==> config.mk <==
export PLATFORM = sky130hd
export DESIGN_NAME = fsr_status
export DESIGN_NICKNAME = d
export VERILOG_FILES = /design/src/verilog/fsr_pkg.sv /design/src/verilog/fsr_status.sv
export VERILOG_INCLUDE_DIRS = /design/src /design/src/verilog
export SDC_FILE = /design/constraint.sdc
export NUM_CORES = 1
export LEC_CHECK = 0
export BUFFER_PORTS_ARGS = -buffer_cell sky130_fd_sc_hd__buf_4
export CAP_MARGIN = 10
export CORE_ASPECT_RATIO = 1.4
export CORE_UTILIZATION = 45
export DETAILED_ROUTE_END_ITERATION = 6
export PLACE_DENSITY = 0.74
export SLEW_MARGIN = 20
export SYNTH_ARGS = -nofsm -noshare
export SYNTH_HDL_FRONTEND = slang
export SYNTH_SLANG_ARGS = --single-unit
==> constraint.sdc <==
create_clock -name core_clk_i -period 6.9 [get_ports core_clk_i]
set_clock_uncertainty 0.15 [all_clocks]
set_input_delay 1.38 -clock core_clk_i [delete_from_list [all_inputs] [get_ports core_clk_i]]
set_output_delay 1.38 -clock core_clk_i [all_outputs]
set_load 0.03 [all_outputs]
==> src/verilog/fsr_map.svh <==
// Notes on behaviour
// - sixteen-bit status word, host reads only
// - status-on-write: status shifted out every frame
// - otherwise status returned by readback sequence
// - boost compliance flag also sets current fault
// - toggle bit follows software register writes only
// - flag last packet check failure
// - ramp bit high while any channel slews
// - overtemperature flag from detector input
// - per-channel output current fault bits
// - status read clears packet error, releases fault unless a current or temperature flag is set
// - status-on-write disabled after reset
// - fault output on current, packet, temperature flags
`ifndef FSR_MAP_SVH
`define FSR_MAP_SVH
`define FSR_FRAME_BITS 5'd24
`define FSR_RW_BIT 23
`define FSR_RD_MSB 20
`define FSR_RD_LSB 16
`define FSR_RD_STATUS 5'h18
`define FSR_PAD_BITS 8'h00
`define FSR_UNUSED_BITS 4'h0
`define FSR_RST_TOGGLE 1'b0
`define FSR_RST_PEC 1'b0
`define FSR_RST_SWE 1'b0
`endif

==> src/verilog/fsr_pkg.sv <==
package fsr_pkg;
  typedef struct packed {
    logic [3:0] boost;
    logic [3:0] iout;
    logic overtemp;
    logic ramp;
  } fsr_flags_s;

  typedef struct packed {
    logic [3:0] boost_compliance;
    logic user_toggle;
    logic packet_check;
    logic ramp_active;
    logic overtemp;
    logic [3:0] unused;
    logic [3:0] current_out;
  } fsr_status_s;

  typedef struct packed {
    logic [1:0] sclk_q;
    logic [1:0] sync_q;
    logic [1:0] sdin_q;
    fsr_flags_s flags_q1;
    fsr_flags_s flags_q2;
    logic sclk_prev;
    logic sync_prev;
    logic [23:0] shift_out;
    logic [23:0] shift_in;
    logic [4:0] bit_cnt;
    logic answering;
    logic rd_pending;
    logic pec_err;
    logic user_toggle;
    logic status_on_write_enable;
  } fsr_state_s;
endpackage

==> src/verilog/fsr_status.sv <==
`include "fsr_map.svh"

module fsr_status (
  input wire logic core_clk_i,
  input wire logic arst_n_i,
  input wire logic serial_clk_i,
  input wire logic serial_sync_n_i,
  input wire logic serial_data_in_i,
  output logic serial_data_out_o,
  output logic serial_data_out_oe_o,
  input wire logic status_on_write_enable_i,
  input wire logic toggle_write_i,
  input wire logic toggle_value_i,
  input wire logic packet_check_fail_i,
  input wire fsr_pkg::fsr_flags_s flags_i,
  output fsr_pkg::fsr_status_s fault_status_o,
  output logic fault_n_o,
  output logic fault_oe_o
);
  logic [1:0] rst_q;
  logic rst_n;
  fsr_pkg::fsr_state_s r;
  fsr_pkg::fsr_state_s next_r;
  fsr_pkg::fsr_status_s status;
  logic sclk_s;
  logic sync_n_s;
  logic rise;
  logic fall;
  logic frame_start;
  logic frame_end;
  logic status_read_done;
  logic rd_status_cmd;

  always_ff @(posedge core_clk_i or negedge arst_n_i) begin
    if (!arst_n_i) begin
      rst_q <= 2'h0;
    end else begin
      rst_q <= {rst_q[0], 1'b1};
    end
  end
  assign rst_n = rst_q[1];

  assign sclk_s = r.sclk_q[1];
  assign sync_n_s = r.sync_q[1];
  assign rise = sclk_s & ~r.sclk_prev;
  assign fall = ~sclk_s & r.sclk_prev;
  assign frame_start = r.sync_prev & ~sync_n_s;
  assign frame_end = ~r.sync_prev & sync_n_s;
  assign status_read_done = frame_end & r.answering;
  assign rd_status_cmd = (r.bit_cnt == `FSR_FRAME_BITS) &
    r.shift_in[`FSR_RW_BIT] &
    (r.shift_in[`FSR_RD_MSB:`FSR_RD_LSB] == `FSR_RD_STATUS);

  // live word; no write path reaches it
  always_comb begin
    status.boost_compliance = r.flags_q2.boost;
    status.user_toggle = r.user_toggle;
    status.packet_check = r.pec_err;
    status.ramp_active = r.flags_q2.ramp;
    status.overtemp = r.flags_q2.overtemp;
    status.unused = `FSR_UNUSED_BITS;
    status.current_out = r.flags_q2.iout | r.flags_q2.boost;
  end

  always_comb begin
    next_r = r;
    next_r.sclk_q = {r.sclk_q[0], serial_clk_i};
    next_r.sync_q = {r.sync_q[0], serial_sync_n_i};
    next_r.sdin_q = {r.sdin_q[0], serial_data_in_i};
    next_r.flags_q1 = flags_i;
    next_r.flags_q2 = r.flags_q1;
    next_r.sclk_prev = sclk_s;
    next_r.sync_prev = sync_n_s;
    next_r.status_on_write_enable = status_on_write_enable_i;
    if (toggle_write_i) begin
      next_r.user_toggle = toggle_value_i;
    end
    if (frame_start) begin
      next_r.bit_cnt = 5'd0;
      next_r.shift_in = 24'h000000;
      if (r.status_on_write_enable || r.rd_pending) begin
        next_r.shift_out = {`FSR_PAD_BITS, status};
        next_r.answering = 1'b1;
      end
      next_r.rd_pending = 1'b0;
    end else if (!sync_n_s) begin
      // first rising edge of a frame presents the top bit, no shift
      if (rise && r.bit_cnt != 5'd0) begin
        next_r.shift_out = {r.shift_out[22:0], 1'b0};
      end
      if (fall) begin
        next_r.shift_in = {r.shift_in[22:0], r.sdin_q[1]};
        if (r.bit_cnt != 5'h1f) begin
          next_r.bit_cnt = r.bit_cnt + 5'd1;
        end
      end
    end
    if (frame_end) begin
      next_r.answering = 1'b0;
      if (rd_status_cmd && !r.status_on_write_enable) begin
        next_r.rd_pending = 1'b1;
      end
    end
    // a failure in the clearing cycle still sets the flag
    next_r.pec_err = (r.pec_err & ~status_read_done) |
      packet_check_fail_i;
  end

  always_ff @(posedge core_clk_i or negedge rst_n) begin
    if (!rst_n) begin
      r <= '0;
      r.sclk_q <= 2'h0;
      r.sync_q <= 2'h3;
      r.sync_prev <= 1'b1;
      r.user_toggle <= `FSR_RST_TOGGLE;
      r.pec_err <= `FSR_RST_PEC;
      r.status_on_write_enable <= `FSR_RST_SWE;
    end else begin
      r <= next_r;
    end
  end

  assign serial_data_out_o = r.shift_out[23];
  assign serial_data_out_oe_o = r.answering & ~sync_n_s;
  assign fault_status_o = status;
  assign fault_n_o = 1'b0;
  assign fault_oe_o = (|status.current_out) | r.pec_err |
    r.flags_q2.overtemp;

  property p_ro_word;
    @(posedge core_clk_i) disable iff (!rst_n)
    r.flags_q1 == r.flags_q2 && !toggle_write_i && !packet_check_fail_i &&
      !status_read_done |=> $stable(fault_status_o);
  endproperty
  a_ro_word: assert property (p_ro_word) else $error("status changed");

  property p_sow_load;
    @(posedge core_clk_i) disable iff (!rst_n)
    frame_start && r.status_on_write_enable |=>
      r.answering && r.shift_out[15:0] == $past(status);
  endproperty
  a_sow_load: assert property (p_sow_load) else $error("no status out");

  property p_readback;
    @(posedge core_clk_i) disable iff (!rst_n)
    frame_start && r.rd_pending |=> r.answering ##0 !r.rd_pending;
  endproperty
  a_readback: assert property (p_readback) else $error("no readback");

  property p_boost;
    @(posedge core_clk_i) disable iff (!rst_n)
    (fault_status_o.boost_compliance & ~fault_status_o.current_out) == 4'h0;
  endproperty
  a_boost: assert property (p_boost) else $error("boost w/o fault");

  property p_toggle;
    @(posedge core_clk_i) disable iff (!rst_n)
    toggle_write_i |=> fault_status_o.user_toggle == $past(toggle_value_i);
  endproperty
  a_toggle: assert property (p_toggle) else $error("toggle wrong");

  property p_pec_set;
    @(posedge core_clk_i) disable iff (!rst_n)
    packet_check_fail_i |=> fault_status_o.packet_check && !fault_n_o &&
      fault_oe_o;
  endproperty
  a_pec_set: assert property (p_pec_set) else $error("pec not set");

  property p_ramp;
    @(posedge core_clk_i) disable iff (!rst_n)
    flags_i.ramp ##1 flags_i.ramp ##1 flags_i.ramp |->
      fault_status_o.ramp_active;
  endproperty
  a_ramp: assert property (p_ramp) else $error("ramp lost");

  property p_temp;
    @(posedge core_clk_i) disable iff (!rst_n)
    flags_i.overtemp [*3] |-> fault_status_o.overtemp && fault_oe_o;
  endproperty
  a_temp: assert property (p_temp) else $error("overtemp lost");

  property p_iout;
    @(posedge core_clk_i) disable iff (!rst_n)
    flags_i.iout[0] [*3] |-> fault_status_o.current_out[0];
  endproperty
  a_iout: assert property (p_iout) else $error("iout lost");

  property p_unused;
    @(posedge core_clk_i) disable iff (!rst_n)
    fault_status_o.unused == 4'h0 &&
      (!$rose(r.answering) || r.shift_out[23:16] == 8'h00);
  endproperty
  a_unused: assert property (p_unused) else $error("unused bits");

  property p_clear;
    @(posedge core_clk_i) disable iff (!rst_n)
    status_read_done && !packet_check_fail_i |=>
      !fault_status_o.packet_check;
  endproperty
  a_clear: assert property (p_clear) else $error("pec not cleared");

  property p_sow_off;
    @(posedge core_clk_i) disable iff (!rst_n)
    $rose(rst_n) |-> !r.status_on_write_enable;
  endproperty
  a_sow_off: assert property (p_sow_off) else $error("sow on");

  c_sow: cover property (@(posedge core_clk_i) disable iff (!rst_n)
    frame_start && r.status_on_write_enable);
  c_rdb: cover property (@(posedge core_clk_i) disable iff (!rst_n)
    frame_start && r.rd_pending);
  c_clr: cover property (@(posedge core_clk_i) disable iff (!rst_n)
    r.pec_err ##1 !r.pec_err);
  c_flt: cover property (@(posedge core_clk_i) disable iff (!rst_n)
    fault_oe_o && fault_status_o.overtemp);
endmodule // fsr_status
==> results.sh <==
export IMPL_num_vias=2193
export IMPL_most_frequent_standard_cell_in_the_layout_excluding_fill_and_tap_cells="dfrtp_1"
export IMPL_post_dp_hpwl_um=3650
export IMPL_first_iter_violations=57
export IMPL_highest_signal_layer="met4"
export IMPL_netlist_top_cell_by_area="dfrtp_1"
export IMPL_cts_setup_buffers=0
export IMPL_antenna_cells=0
export IMPL_die_w_um=77.0
export IMPL_postRouteWirelength_um=5670
export IMPL_syn_avg_cell_area_um2=11.5
export IMPL_r2r_slack_ps=4030
export IMPL_post_synth_top_area_fraction_pct=60.1
export IMPL_final_min_period_over_clock_period_pct=48.3
export IMPL_cts_tree="yes"
export IMPL_die_area_mm2=0.00823
export IMPL_detailed_route_wirelength_on_metal3_um=227
export IMPL_layout_filler_cells=658
export IMPL_worst_slew_pin_transition_ps=995
export IMPL_port_buffers=33
export IMPL_crit_fanout=3
export IMPL_grt_use_total_pct=15.8
export IMPL_share_clk_of_total_power_pct=32.5
export IMPL_share_comb_of_total_power_pct=13.0
export IMPL_setup_worst_path_end_class="output port"
export IMPL_drive_above_1_share_pct=25.5
export IMPL_clock_latency_ps=360
export IMPL_cp_required_ps=5370
export IMPL_grt_start_max_net_pins=87
export IMPL_power_switching_mw=0.270
export IMPL_routability_driven_placement_congestion_ratio=0.740
export IMPL_placed_cells=417
export IMPL_hold_buffers=0
export IMPL_timing_max_slew_rel_slack_pct=32.7
export IMPL_seq_area_mm2=0.00221
export IMPL_number_of_antenna_violating_nets_in_the_routed_design=0
export IMPL_worst_setup_path_type="reg -> out"
export IMPL_die_height_um=107
export IMPL_ctsLongestPathBuffers=2
export IMPL_route_detailed_wl_per_inst_um=13.1
export IMPL_setup_total_negative_slack_ps=0
export IMPL_area_delta_synth_final_pct=13.6
export IMPL_total_power_density_per_cell_area_mw_per_mm2=270
export IMPL_clockRootBuffer="clkbuf_8"
export IMPL_initial_utilization_pct=47.2
export IMPL_area_occupied_by_multi_input_gates_mm2=0.00112
export IMPL_row_count=37
export IMPL_setup_violations_final=0
export IMPL_timing_hold_worst_class="reg -> async"
export IMPL_run_status="finished, final reports clean"
export IMPL_ys_ff_latch=88
export IMPL_design_final_nets=356
export IMPL_vdd_drop_max_mv=0.158
export IMPL_rr_worst_depth=5
export IMPL_hold_violations=0
export IMPL_postSynth_topFlopCell="dfrtp_1"
export IMPL_internal_power_mw=0.815
export IMPL_cts_clock_pin_slew_for_the_worst_setup_and_hold_paths_ps=90
export IMPL_synth_seq_area_share_pct=62.3
export IMPL_reg2reg_to="r[35]$_DFFE_PN0P_"
export IMPL_synth_warnings=0
export IMPL_final_max_slew_viol_count=0
export IMPL_finalCriticalPeriod_ps=3330
export IMPL_grt_pass1_vias=2207
export IMPL_highest_clock_rate_mhz=300
export IMPL_drt_drc_violations_left=0
export IMPL_synth_distinct_cells=42
export IMPL_drt_pass1_iterations=4
export IMPL_synthesis_instances=307
export IMPL_io_pin_count=39
export IMPL_drt_met1_wl_um=2430
export IMPL_layout_common_cells="84 x dfrtp_1, 53 x nand2_1, 37 x buf_4, 29 x a21oi_1, 19 x inv_1"
export IMPL_cp_arrival_ps=1800
export IMPL_final_cell_count_without_fillers=434
export IMPL_count_of_flip_flops_with_a_built_in_enable_after_synthesis=0
export IMPL_synthArstFlopShare_pct=100
export IMPL_viasPerCell=5.05
export IMPL_r2r_start="next_r[58]$_DFF_PN1_"
export IMPL_route_met2_wl_um=2900
export IMPL_drv_max_cap_violation_count=0
export IMPL_worst_setup_path_start_kind="register"
export IMPL_grt_ovfl_total=0
export IMPL_syn_cell_area_mm2=0.00354
export IMPL_p_sw_share_pct=24.9
export IMPL_p_seq_share_pct=54.5
export IMPL_htreeDepth=3
export IMPL_synth_top_cells_by_area="dfrtp_1 60%, nand2_1 5.6%, a21oi_1 4.1%, mux2_2 3.8%, mux2_4 3.4%"
export IMPL_grt_antenna_before_repair=0
export IMPL_cts_repair_resized=0
export IMPL_number_of_buffers_created_by_cts=9
export IMPL_design_core_area_mm2=0.00750
export IMPL_p_leak_nw=1.79
export IMPL_tritoncts_num_sinks=88
export IMPL_rsz0062_at_grt="false"
export IMPL_grt_pass1_wl_um=9820
[kinds of logic (layout without fill, tap and decap cells)]
logic type	Yosys count	in the layout	synth area share (%)
multiplexers	23	23	8.06
AO/OA/AOI/OAI	63	63	10.2
XOR/XNOR	1	1	0.247
buffers and inverters	47	73	6.68
other	2	6	0.212
adder cells (fa/ha/maj)	5	5	1.77
AND/OR/NAND/NOR	78	78	10.5
flip-flops	88	88	62.3
[flip-flops by register name, summed over array words and instances (netlist names)]
register and count:
serial_data_out_o 1, fault_status_o 8, next_r 15, r 62, rst_q 2
[final cells by class]
class | count | share of cell area [%]
well taps | 97 | 3.02
clock buffers | 11 | 3.51
multi-input cells | 176 | 27.8
inverters | 19 | 1.77
clock inverters | 5 | 1.40
repair buffers | 38 | 7.59
flip-flops and latches | 88 | 54.9
[Yosys cell counts (2+ instances only)]
cell	instances
mux2_4	8
clkbuf_1	8
or2_2	3
ha_1	5
mux2i_1	3
o21ai_1	10
dfstp_2	3
buf_2	2
a21oi_1	29
conb_1	2
nand2_1	53
o211ai_1	12
nor2_1	6
buf_4	13
dfrtp_1	85
or4_1	2
inv_1	19
buf_1	3
mux2_2	12
o21ai_0	7
[power by group through the flow]
stage          Combinational, mW  Sequential, mW  Clock (mW)
4_1_cts                    0.135           0.598       0.362
6_report                   0.141           0.591       0.353
3_3_place_gp               0.131           0.606           0
2_1_floorplan              0.111           0.596           0
5_1_grt                    0.155           0.598       0.382
3_5_place_dp               0.135           0.608           0
[worst max-delay path: stages, from the launching register on]
cell	delay [ps]
dfrtp_1	390
or2_2	320
or4_1	540
buf_4	190
[stage by stage]
stage	hold WS [ps]	setup WS, ps	instance area [µm²]	total power [mW]	util [%]
after global placement	182	3980	3800	0.737	50.6
after floorplan	181	3910	3550	0.707	-
after global routing	129	3530	4020	1.13	53.6
after CTS	203	3550	4000	1.10	53.3
after detailed placement	185	3950	3800	0.743	50.6
final	96.7	3570	4020	1.08	53.6
[per-layer routing]
metal | vias to the layer above | GRT usage [%]
li1 | 1057 | -
met1 | 1095 | 18.2
met5 | - | 0
met4 | 0 | 8.65
met2 | 34 | 25.9
met3 | 7 | 5.28
[worst max-delay path by stage]
stage	end	slack, ps	depth (start not counted)	startpoint
after CTS	fault_oe_o	3550	3	fault_status_o[14]$_DFF_PN0_
after detailed placement	fault_oe_o	3950	3	fault_status_o[14]$_DFF_PN0_
final	fault_oe_o	3570	3	fault_status_o[14]$_DFF_PN0_
after global placement	fault_oe_o	3980	3	fault_status_o[14]$_DFF_PN0_
after global routing	fault_oe_o	3530	3	fault_status_o[14]$_DFF_PN0_
after floorplan	fault_oe_o	3910	2	fault_status_o[14]$_DFF_PN0_
No activity file was read; power rests on OpenSTA's default activity.
